===== config.mk =====
export PLATFORM = sky130hd
export DESIGN_NAME = floppy_option_ctrl
export DESIGN_NICKNAME = d
export VERILOG_FILES = /design/src/floppy_option_pkg.sv /design/src/floppy_option_ctrl.sv /design/src/pin_sync.sv
export VERILOG_INCLUDE_DIRS = /design/src
export SDC_FILE = /design/constraint.sdc
export NUM_CORES = 1
export LEC_CHECK = 0
export ABC_AREA = 1
export BUFFER_PORTS_ARGS = -buffer_cell sky130_fd_sc_hd__buf_2
export CAP_MARGIN = 5
export CORE_ASPECT_RATIO = 0.9
export CORE_MARGIN = 2
export CORE_UTILIZATION = 60
export DETAILED_ROUTE_END_ITERATION = 12
export PLACE_DENSITY = 0.9
export SLEW_MARGIN = 20
export SYNTH_ARGS = -nofsm -noshare
export SYNTH_HDL_FRONTEND = slang
export SYNTH_SLANG_ARGS = --single-unit
export TNS_END_PERCENT = 50

===== constraint.sdc =====
create_clock -name clock -period 1.8 [get_ports clock]
set_input_delay 0.18 -clock clock [delete_from_list [all_inputs] [get_ports clock]]
set_output_delay 0.18 -clock clock [all_outputs]
set_load 0.02 [all_outputs]

===== src/floppy_option_regs.svh =====
`ifndef FLOPPY_OPTION_REGS_SVH
`define FLOPPY_OPTION_REGS_SVH

// device clock
`define CLK_FREQ_HZ        100000000
`define CLK_PERIOD_NS      10
`define MS_PER_S           1000

// spindle timing in their own units
`define MOTOR_OFF_DELAY_S  20
`define SPIN_UP_MS         500
`define READY_MS           700
`define INDEX_PERIOD_NS    166667000
`define SPEED_TOL_PPM      12500
`define PPM_SCALE          1000000

// counter constants and idle levels
`define CNT_ZERO           32'h0
`define CNT_ONE            32'h1
`define CABLE_IN_IDLE      12'hfff
`define SENSOR_IDLE        3'h0
`define LINE_IDLE_N        1'b1
`define LINE_ACTIVE_N      1'b0

`endif


===== src/floppy_option_pkg.sv =====
package floppy_option_pkg;

    // cable lines from the host, all low true
    typedef struct packed {
        logic [3:0] drive_sel_n;
        logic       head_load_n;
        logic       side_select_n;
        logic       direction_n;
        logic       write_gate_n;
        logic [3:0] motor_line_n;
    } cable_in_t;

    // mechanism sensors, high true
    typedef struct packed {
        logic two_sided_hole;
        logic write_protect;
        logic index_hole;
    } sensor_t;

    typedef struct packed {
        logic [3:0] drive_address_straps;
        logic [3:0] per_drive_head_select_straps;
        logic [3:0] per_drive_motor_lines;
        logic       stepper_power_from_select_strap;
        logic       stepper_power_from_head_load_strap;
        logic       head_load_output_pad_strap;
        logic       activity_from_head_load_strap;
        logic       allow_write_on_protect_strap;
        logic       head_by_direction_strap;
        logic       head_by_side_input_strap;
        logic       head_by_select_strap;
        logic       motor_off_delay_enable;
        logic       radial_motor_enable;
        logic       motor_from_select;
        logic       motor_from_head_load;
    } straps_t;

    // status lines to the host, low true
    typedef struct packed {
        logic two_sided_media_status_n;
        logic write_protect_n;
        logic index_n;
        logic ready_n;
    } cable_out_t;

    // internal drive controls, high true
    typedef struct packed {
        logic write_gate_int;
        logic stepper_power;
        logic head_select;
        logic head_load_solenoid;
        logic activity_led;
        logic lever_lock_enable;
        logic motor_on;
        logic at_speed;
        logic speed_ok;
    } drive_ctl_t;

    typedef enum logic [1:0] {
        MOTOR_IDLE  = 2'b00,
        MOTOR_RUN   = 2'b01,
        MOTOR_DELAY = 2'b10
    } motor_state_t;

endpackage


===== src/floppy_option_ctrl.sv =====
// What this block does
// - two-sided status low only while selected
// - select strap: stepper unpowered when deselected
// - head-load strap: stepper powered only during head load
// - head load pad drives solenoid from head load
// - strap picks select or head load for indicator
// - write protect blocks internal write gate
// - allow strap lets writes through, status kept
// - strap picks head source: side, select, direction
// - off-delay strap holds motor 20 s after release
// - select control spins up, ready after 700 ms
// - head load control, same timing, exclusive choice
// - radial strap gives per-drive or continuous motor
// - low per-drive motor line stops spindle, undelayed
// - per-drive line needs radial strap, delay elsewhere
// - spindle speed checked against 166.667 ms index period
// - every cable output gated by drive select
`include "floppy_option_regs.svh"
`timescale 1ns/1ns
module floppy_option_ctrl #(
    parameter int unsigned OFF_DELAY_CYCLES =
        32'(64'd`MOTOR_OFF_DELAY_S * 64'd`CLK_FREQ_HZ),
    parameter int unsigned SPIN_UP_CYCLES =
        32'(64'd`SPIN_UP_MS * 64'd`CLK_FREQ_HZ / 64'd`MS_PER_S),
    parameter int unsigned READY_CYCLES =
        32'(64'd`READY_MS * 64'd`CLK_FREQ_HZ / 64'd`MS_PER_S),
    parameter int unsigned INDEX_PERIOD_CYCLES =
        32'(64'd`INDEX_PERIOD_NS / 64'd`CLK_PERIOD_NS),
    parameter int unsigned INDEX_TOL_CYCLES =
        32'(64'd`INDEX_PERIOD_NS / 64'd`CLK_PERIOD_NS * 64'd`SPEED_TOL_PPM
            / 64'd`PPM_SCALE)
) (
    // clock and reset
    input  wire logic                        clock,
    input  wire logic                        srst,
    // static option straps
    input  wire floppy_option_pkg::straps_t  straps,
    // host cable and sensors
    input  wire floppy_option_pkg::cable_in_t cable_in,
    input  wire floppy_option_pkg::sensor_t  sensors,
    // outputs
    output floppy_option_pkg::cable_out_t    cable_out,
    output floppy_option_pkg::drive_ctl_t    drive_ctl
);
    import floppy_option_pkg::*;

    cable_in_t    cin;
    sensor_t      sns;
    cable_out_t   out_q;
    cable_out_t   out_d;
    drive_ctl_t   ctl_q;
    drive_ctl_t   ctl_d;
    motor_state_t state_q;
    motor_state_t state_d;
    logic [31:0]  delay_q;
    logic [31:0]  delay_d;
    logic [31:0]  spin_q;
    logic [31:0]  spin_d;
    logic [31:0]  idx_cnt_q;
    logic [31:0]  idx_cnt_d;
    logic         speed_ok_q;
    logic         speed_ok_d;
    logic         idx_prev_q;
    logic         idx_prev_d;
    logic         selected;
    logic         head_load_act;
    logic         demand;
    logic         radial_on;
    logic         motor_on_w;
    logic         spin_ready;

    if (SPIN_UP_CYCLES == 0 || READY_CYCLES < SPIN_UP_CYCLES || READY_CYCLES < 2
        || OFF_DELAY_CYCLES == 0 || INDEX_TOL_CYCLES >= INDEX_PERIOD_CYCLES
        || INDEX_PERIOD_CYCLES == '1) begin : g_chk
        $error("floppy_option_ctrl timing parameters out of range");
    end

    // cable and sensor lines come from another domain; straps are static
    pin_sync #(
        .WIDTH ($bits(cable_in_t)),
        .INIT  (`CABLE_IN_IDLE)
    ) u_cable_sync (
        .clock (clock),
        .srst  (srst),
        .d     (cable_in),
        .q     (cin)
    );

    pin_sync #(
        .WIDTH ($bits(sensor_t)),
        .INIT  (`SENSOR_IDLE)
    ) u_sensor_sync (
        .clock (clock),
        .srst  (srst),
        .d     (sensors),
        .q     (sns)
    );

    // this drive answers only to the select line its address strap names
    assign selected      = |(straps.drive_address_straps & ~cin.drive_sel_n);
    assign head_load_act = ~cin.head_load_n;

    // select control wins when both are strapped, so only one source acts
    always_comb begin
        if (straps.motor_from_select) begin
            demand = selected;
        end else if (straps.motor_from_head_load) begin
            demand = head_load_act;
        end else begin
            demand = 1'b0;
        end
    end

    // radial path: low line on the chosen jumper stops it; no jumper runs it
    assign radial_on = straps.radial_motor_enable
        & ~|(straps.per_drive_motor_lines & ~cin.motor_line_n);

    assign motor_on_w = (state_q != MOTOR_IDLE) | radial_on;
    assign spin_ready = spin_q >= READY_CYCLES;

    always_comb begin
        state_d = state_q;
        delay_d = delay_q;
        case (state_q)
            MOTOR_IDLE: begin
                if (demand) begin
                    state_d = MOTOR_RUN;
                end
            end
            MOTOR_RUN: begin
                if (!demand) begin
                    if (straps.motor_off_delay_enable) begin
                        state_d = MOTOR_DELAY;
                        delay_d = OFF_DELAY_CYCLES - `CNT_ONE;
                    end else begin
                        state_d = MOTOR_IDLE;
                    end
                end
            end
            MOTOR_DELAY: begin
                if (demand) begin
                    state_d = MOTOR_RUN;
                    delay_d = `CNT_ZERO;
                end else if (delay_q == `CNT_ZERO) begin
                    state_d = MOTOR_IDLE;
                end else begin
                    delay_d = delay_q - `CNT_ONE;
                end
            end
            default: begin
                state_d = MOTOR_IDLE;
                delay_d = `CNT_ZERO;
            end
        endcase
    end

    always_ff @(posedge clock) begin
        if (srst) begin
            state_q <= MOTOR_IDLE;
            delay_q <= `CNT_ZERO;
        end else begin
            state_q <= state_d;
            delay_q <= delay_d;
        end
    end

    // run time since spin-up began, saturating at the ready point
    always_comb begin
        spin_d = spin_q;
        if (!motor_on_w) begin
            spin_d = `CNT_ZERO;
        end else if (!spin_ready) begin
            spin_d = spin_q + `CNT_ONE;
        end
    end

    always_ff @(posedge clock) begin
        if (srst) begin
            spin_q <= `CNT_ZERO;
        end else begin
            spin_q <= spin_d;
        end
    end

    // leading edge to leading edge of index; the first interval is timed from motor start
    always_comb begin
        idx_prev_d = sns.index_hole;
        idx_cnt_d  = idx_cnt_q;
        speed_ok_d = speed_ok_q;
        if (!motor_on_w) begin
            idx_cnt_d  = `CNT_ZERO;
            speed_ok_d = 1'b0;
        end else if (sns.index_hole && !idx_prev_q) begin
            idx_cnt_d  = `CNT_ZERO;
            speed_ok_d = (idx_cnt_q >= INDEX_PERIOD_CYCLES - INDEX_TOL_CYCLES)
                && (idx_cnt_q <= INDEX_PERIOD_CYCLES + INDEX_TOL_CYCLES);
        end else if (idx_cnt_q > INDEX_PERIOD_CYCLES + INDEX_TOL_CYCLES) begin
            speed_ok_d = 1'b0;
        end else begin
            idx_cnt_d = idx_cnt_q + `CNT_ONE;
        end
    end

    always_ff @(posedge clock) begin
        if (srst) begin
            idx_prev_q <= 1'b0;
            idx_cnt_q  <= `CNT_ZERO;
            speed_ok_q <= 1'b0;
        end else begin
            idx_prev_q <= idx_prev_d;
            idx_cnt_q  <= idx_cnt_d;
            speed_ok_q <= speed_ok_d;
        end
    end

    // cable outputs and internal controls
    always_comb begin
        out_d.two_sided_media_status_n = ~(selected & sns.two_sided_hole);
        out_d.write_protect_n = ~(selected & sns.write_protect);
        out_d.index_n         = ~(selected & sns.index_hole);
        out_d.ready_n         = ~(selected & spin_ready);

        ctl_d.write_gate_int = selected & ~cin.write_gate_n
            & ~(sns.write_protect & ~straps.allow_write_on_protect_strap);
        // head load strap takes precedence if both stepper straps are fitted
        if (straps.stepper_power_from_head_load_strap) begin
            ctl_d.stepper_power = head_load_act & selected;
        end else if (straps.stepper_power_from_select_strap) begin
            ctl_d.stepper_power = selected;
        end else begin
            ctl_d.stepper_power = 1'b0;
        end
        if (straps.head_by_side_input_strap) begin
            ctl_d.head_select = ~cin.side_select_n;
        end else if (straps.head_by_select_strap) begin
            ctl_d.head_select =
                |(straps.per_drive_head_select_straps & ~cin.drive_sel_n);
        end else if (straps.head_by_direction_strap) begin
            ctl_d.head_select = ~cin.direction_n;
        end else begin
            ctl_d.head_select = 1'b0;
        end
        ctl_d.head_load_solenoid = straps.head_load_output_pad_strap & head_load_act;
        ctl_d.activity_led = straps.activity_from_head_load_strap
            ? head_load_act : selected;
        ctl_d.lever_lock_enable = straps.activity_from_head_load_strap
            ? head_load_act : selected;
        ctl_d.motor_on = motor_on_w;
        ctl_d.at_speed = motor_on_w & (spin_q >= SPIN_UP_CYCLES);
        ctl_d.speed_ok = speed_ok_q;
    end

    always_ff @(posedge clock) begin
        if (srst) begin
            out_q <= '{`LINE_IDLE_N, `LINE_IDLE_N, `LINE_IDLE_N, `LINE_IDLE_N};
            ctl_q <= '0;
        end else begin
            out_q <= out_d;
            ctl_q <= ctl_d;
        end
    end

    assign cable_out = out_q;
    assign drive_ctl = ctl_q;
endmodule // floppy_option_ctrl


===== src/pin_sync.sv =====
`timescale 1ns/1ns
module pin_sync #(
    parameter int unsigned        WIDTH = 1,
    parameter logic [WIDTH-1:0]   INIT  = '0
) (
    // clock and reset
    input  wire logic             clock,
    input  wire logic             srst,
    // pins in, filtered level out
    input  wire logic [WIDTH-1:0] d,
    output logic      [WIDTH-1:0] q
);
    logic [WIDTH-1:0] ff1_q;
    logic [WIDTH-1:0] ff2_q;
    logic [WIDTH-1:0] ff3_q;
    logic [WIDTH-1:0] q_q;
    logic [WIDTH-1:0] q_d;

    if (WIDTH == 0) begin : g_chk
        $error("pin_sync needs a nonzero width");
    end

    // ff1 is read only by ff2; a bit moves only once ff2 and ff3 agree
    always_comb begin
        q_d = (ff2_q & ~(ff2_q ^ ff3_q)) | (q_q & (ff2_q ^ ff3_q));
    end

    always_ff @(posedge clock) begin
        if (srst) begin
            ff1_q <= INIT;
            ff2_q <= INIT;
            ff3_q <= INIT;
            q_q   <= INIT;
        end else begin
            ff1_q <= d;
            ff2_q <= ff1_q;
            ff3_q <= ff2_q;
            q_q   <= q_d;
        end
    end

    assign q = q_q;
endmodule // pin_sync


==> out/metrics.cfg <==
[critical_path]
cp_slowest_cell=dfxtp_1
crit_path_end=delay_q[24]
crit_required_ns=2.12
cp.depth=12
cp.arrival_ns=2.27
max_stage_delay_ns=0.36
path_class=flip-flop to flip-flop
regToRegSetupSlack_ns=-0.15
r2r_start=delay_q[2]
crit_start=delay_q[2]
cpMostUsedCell=nand2_1
r2r-end=delay_q[24]
path_delay_family=simple AND/OR/NAND/NOR gates
crit_path_start_kind=flip-flop
path_buf_inv=2
path_cells=nor2_2 > nand2_1 > nor2_1 > nand2_1 > nor2_1 > nand3_1 > nand3_4 > nor2_4 > buf_4 > buf_4 > nand2_1 > a21oi_1
r2r_cells=12
endpoint_kind=flip-flop
crit_fanout=5

[sta]
skew_ns=0.0123
max_slew_margin_pct=72.4
slew_viol_final=0
rsz0062_at_grt=yes
min_period_over_period_pct=108
finalSetupViolations=15
timing_worst_slew_pin_value_ns=0.411
whs_ns=0.0161
finalHoldViolations=0
worst_slack_ns=-0.151
fin_setup_tns_ns=-0.925
period_minus_slack_ns=1.95
max_freq_mhz=512

[place]
buffer_ports.inserted=53
dp_hpwl_um=14300
placed_area_um2=9290
place_inst=1496
place_ws_ns=-0.0183
place.gp.congestion=1.03

[pwr]
p_leak_nw=4.39
power_mw=12.6
p_clk_share_pct=28.8
swShare_pct=39.8
ir_drop_mv=0.787
power.density_nw_per_um2=1220
pwr-share-seq_pct=34.4
p_comb_share_pct=36.7
power.switching_mw=5.03
intPower_mw=7.60

[cts]
clk-insertion-delay-late_ns=0.44
root_buffer=clkbuf_16
cts_htree_levels=4
clock_path_buffers=2
clock-sinks=172
cts.reportedPaths.clkPinSlew_ns=0.07
cts_made_buffers=17
cts_tree=done

[synthesis]
yosys.cell_types.count=39
ys_ff_latch=172
synth_warnings=0
postSynthAreaPerCell_um2=6.93
syn-num-nets=1299
syn_area_um2=8650
synth_cells=1247
synth_seq_area_share_pct=39.8

[routing]
drc=0
drtAntennaViolNets=0
wire_per_inst_um=15.2
first_pass_iters=7
drt_iter0_drc=772
vias=8747
via_per_inst=5.61
drt_wl_total_um=23600

[min_path]
min_path_type=primary input to flip-flop

[floorplanning]
fp-row-count=41
core_um2=14100
dieHeight_um=118
dieArea_um2=15400
die_w_um=131
pin_count=54
start_util_pct=61.5

[final_layout]
seqCellArea_um2=3450
synthToLayoutAreaGrowth_pct=20.1
antennaDiodeCount=0
fill_cells=1003
nNetsFinal=1404
post-route-cell-area_um2=10400
drive_gt1_share_pct=19.2
finalNonFillerCells=1558
final_util_pct=73.9
multi_input_area_um2=4660

[run]
drv_cap=0

[grt]
overflow=0
grt_first_pass_wirelength_um=35500
grt_max_degree=35
track_usage_pct=28.4
grt_antenna_before_repair=0
grt_pass1_vias=7784

[run_status]
status=finished with violations
violations=setup timing

synth_stat cells (all sizes together):
cell    instances  share of area [%]
o21bai          5               0.43
ha             11                1.6
nand3b          3               0.26
buf            22                1.8
xnor2          16                1.6
o21ai          33                2.0
inv           127                5.5
a31oi           1              0.072
dfxtp         172                 40
nor3           24                1.5
and2            1               0.10
o22ai           1              0.072
xor2           35                3.5
or2            35                2.5
maj3           10                1.2
nor2          197                9.1
a211oi          1              0.087
or3b            1               0.10
o211ai          2               0.17
a21oi         101                6.4
nor3b           3               0.26
nand4          18                1.3
nand3          88                5.2
clkbuf         21               0.91
nor4            5               0.36
nand2         314                 14
cells in the final DEF, fill, tap and decap left out, types with 20 or more instances in the layout:
cell / n
nand2_1: 299
nor2_1: 165
dfxtp_1: 165
inv_1: 123
nand3_1: 84
a21oi_1: 84
buf_2: 53
buf_4: 49
xor2_1: 35
or2_2: 33
o21ai_0: 22
nor2_2: 21
nor3_1: 20
dlygate4sd3_1: 20
repair_timing:
item,4_1_cts,5_1_grt
buffers inserted,0,9
endpoints found under the hold margin,18,1
endpoints found under the setup margin,26,77
pin swaps,0,10
gates cloned,0,1
hold buffers,18,2
resized for setup,6,68
final cells by class:
| cell class | count | area share, % |
|---|---|---|
| timing repair buffer | 129 | 9.13 |
| inverter | 127 | 4.62 |
| sequential | 172 | 33.2 |
| clock inverter | 15 | 1.66 |
| tap | 193 | 2.33 |
| clock buffer | 17 | 4.10 |
| multi-input combinational | 905 | 44.9 |
cells by family (layout without fill, tap and decap cells):
kind of cell,Yosys count,after routing,synth area share [%]
compound gates,144,144,9.20
flops,172,172,39.8
xor+xnor,51,51,5.17
buf+inv,170,288,8.23
simple gates,689,689,34.8
fa+ha+maj,21,21,2.75
state kept, by name, summed over array words and instances (netlist names), named ones only:
name,count
speed_ok_q,1
u_sensor_sync.ff1_q,3
state_q,2
cable_out,4
u_cable_sync.ff1_q,12
idx_cnt_q,32
u_sensor_sync.ff3_q,3
idx_prev_q,1
drive_ctl,8
u_cable_sync.ff2_q,12
spin_q,32
u_sensor_sync.ff2_q,3
delay_q,32
u_cable_sync.ff3_q,12
worst reg2reg max path, cell delays in order, from the launching register on:
cell,delay (ns)
dfxtp_1,0.36
nor2_2,0.24
nand2_1,0.13
nor2_1,0.13
nand2_1,0.09
nor2_1,0.13
nand3_1,0.13
nand3_4,0.15
nor2_4,0.06
buf_4,0.16
buf_4,0.14
nand2_1,0.05
a21oi_1,0.05
worst min-delay path by stage:
stage                 from                     to  slack [ns]  cells past startpoint
2_1_floorplan  cable_in[0]  u_cable_sync.ff1_q[0]        0.28                      1
3_3_place_gp   cable_in[1]  u_cable_sync.ff1_q[1]        0.36                      2
3_5_place_dp   cable_in[2]  u_cable_sync.ff1_q[2]        0.36                      2
4_1_cts          straps[5]           drive_ctl[6]      0.0002                      4
5_1_grt         straps[11]           drive_ctl[7]        0.02                      3
6_report        straps[11]           drive_ctl[7]        0.02                      3
routing by layer:
metal  vias to the layer above  wire, µm  part of all wire [%]  GRT usage (%)
li1                       4163         -                     -              -
met1                      3986      9570                    41           36.5
met2                       468     11300                    48           45.9
met3                       130      1810                   7.6           6.50
met4                         0       974                   4.1           11.1
met5                         -         0                     0              0
power by group through the flow:
| stage | logic, mW | clock network, mW | registers (mW) |
|---|---|---|---|
| after floorplan | 2.82 | 0 | 4.34 |
| after global placement | 3.71 | 0 | 4.37 |
| after detailed placement | 3.81 | 0 | 4.37 |
| after CTS | 3.94 | 3.65 | 4.29 |
| after global routing | 4.98 | 3.84 | 4.37 |
| final | 4.64 | 3.64 | 4.35 |
Note: power is estimated with default switching activity, not from simulation.
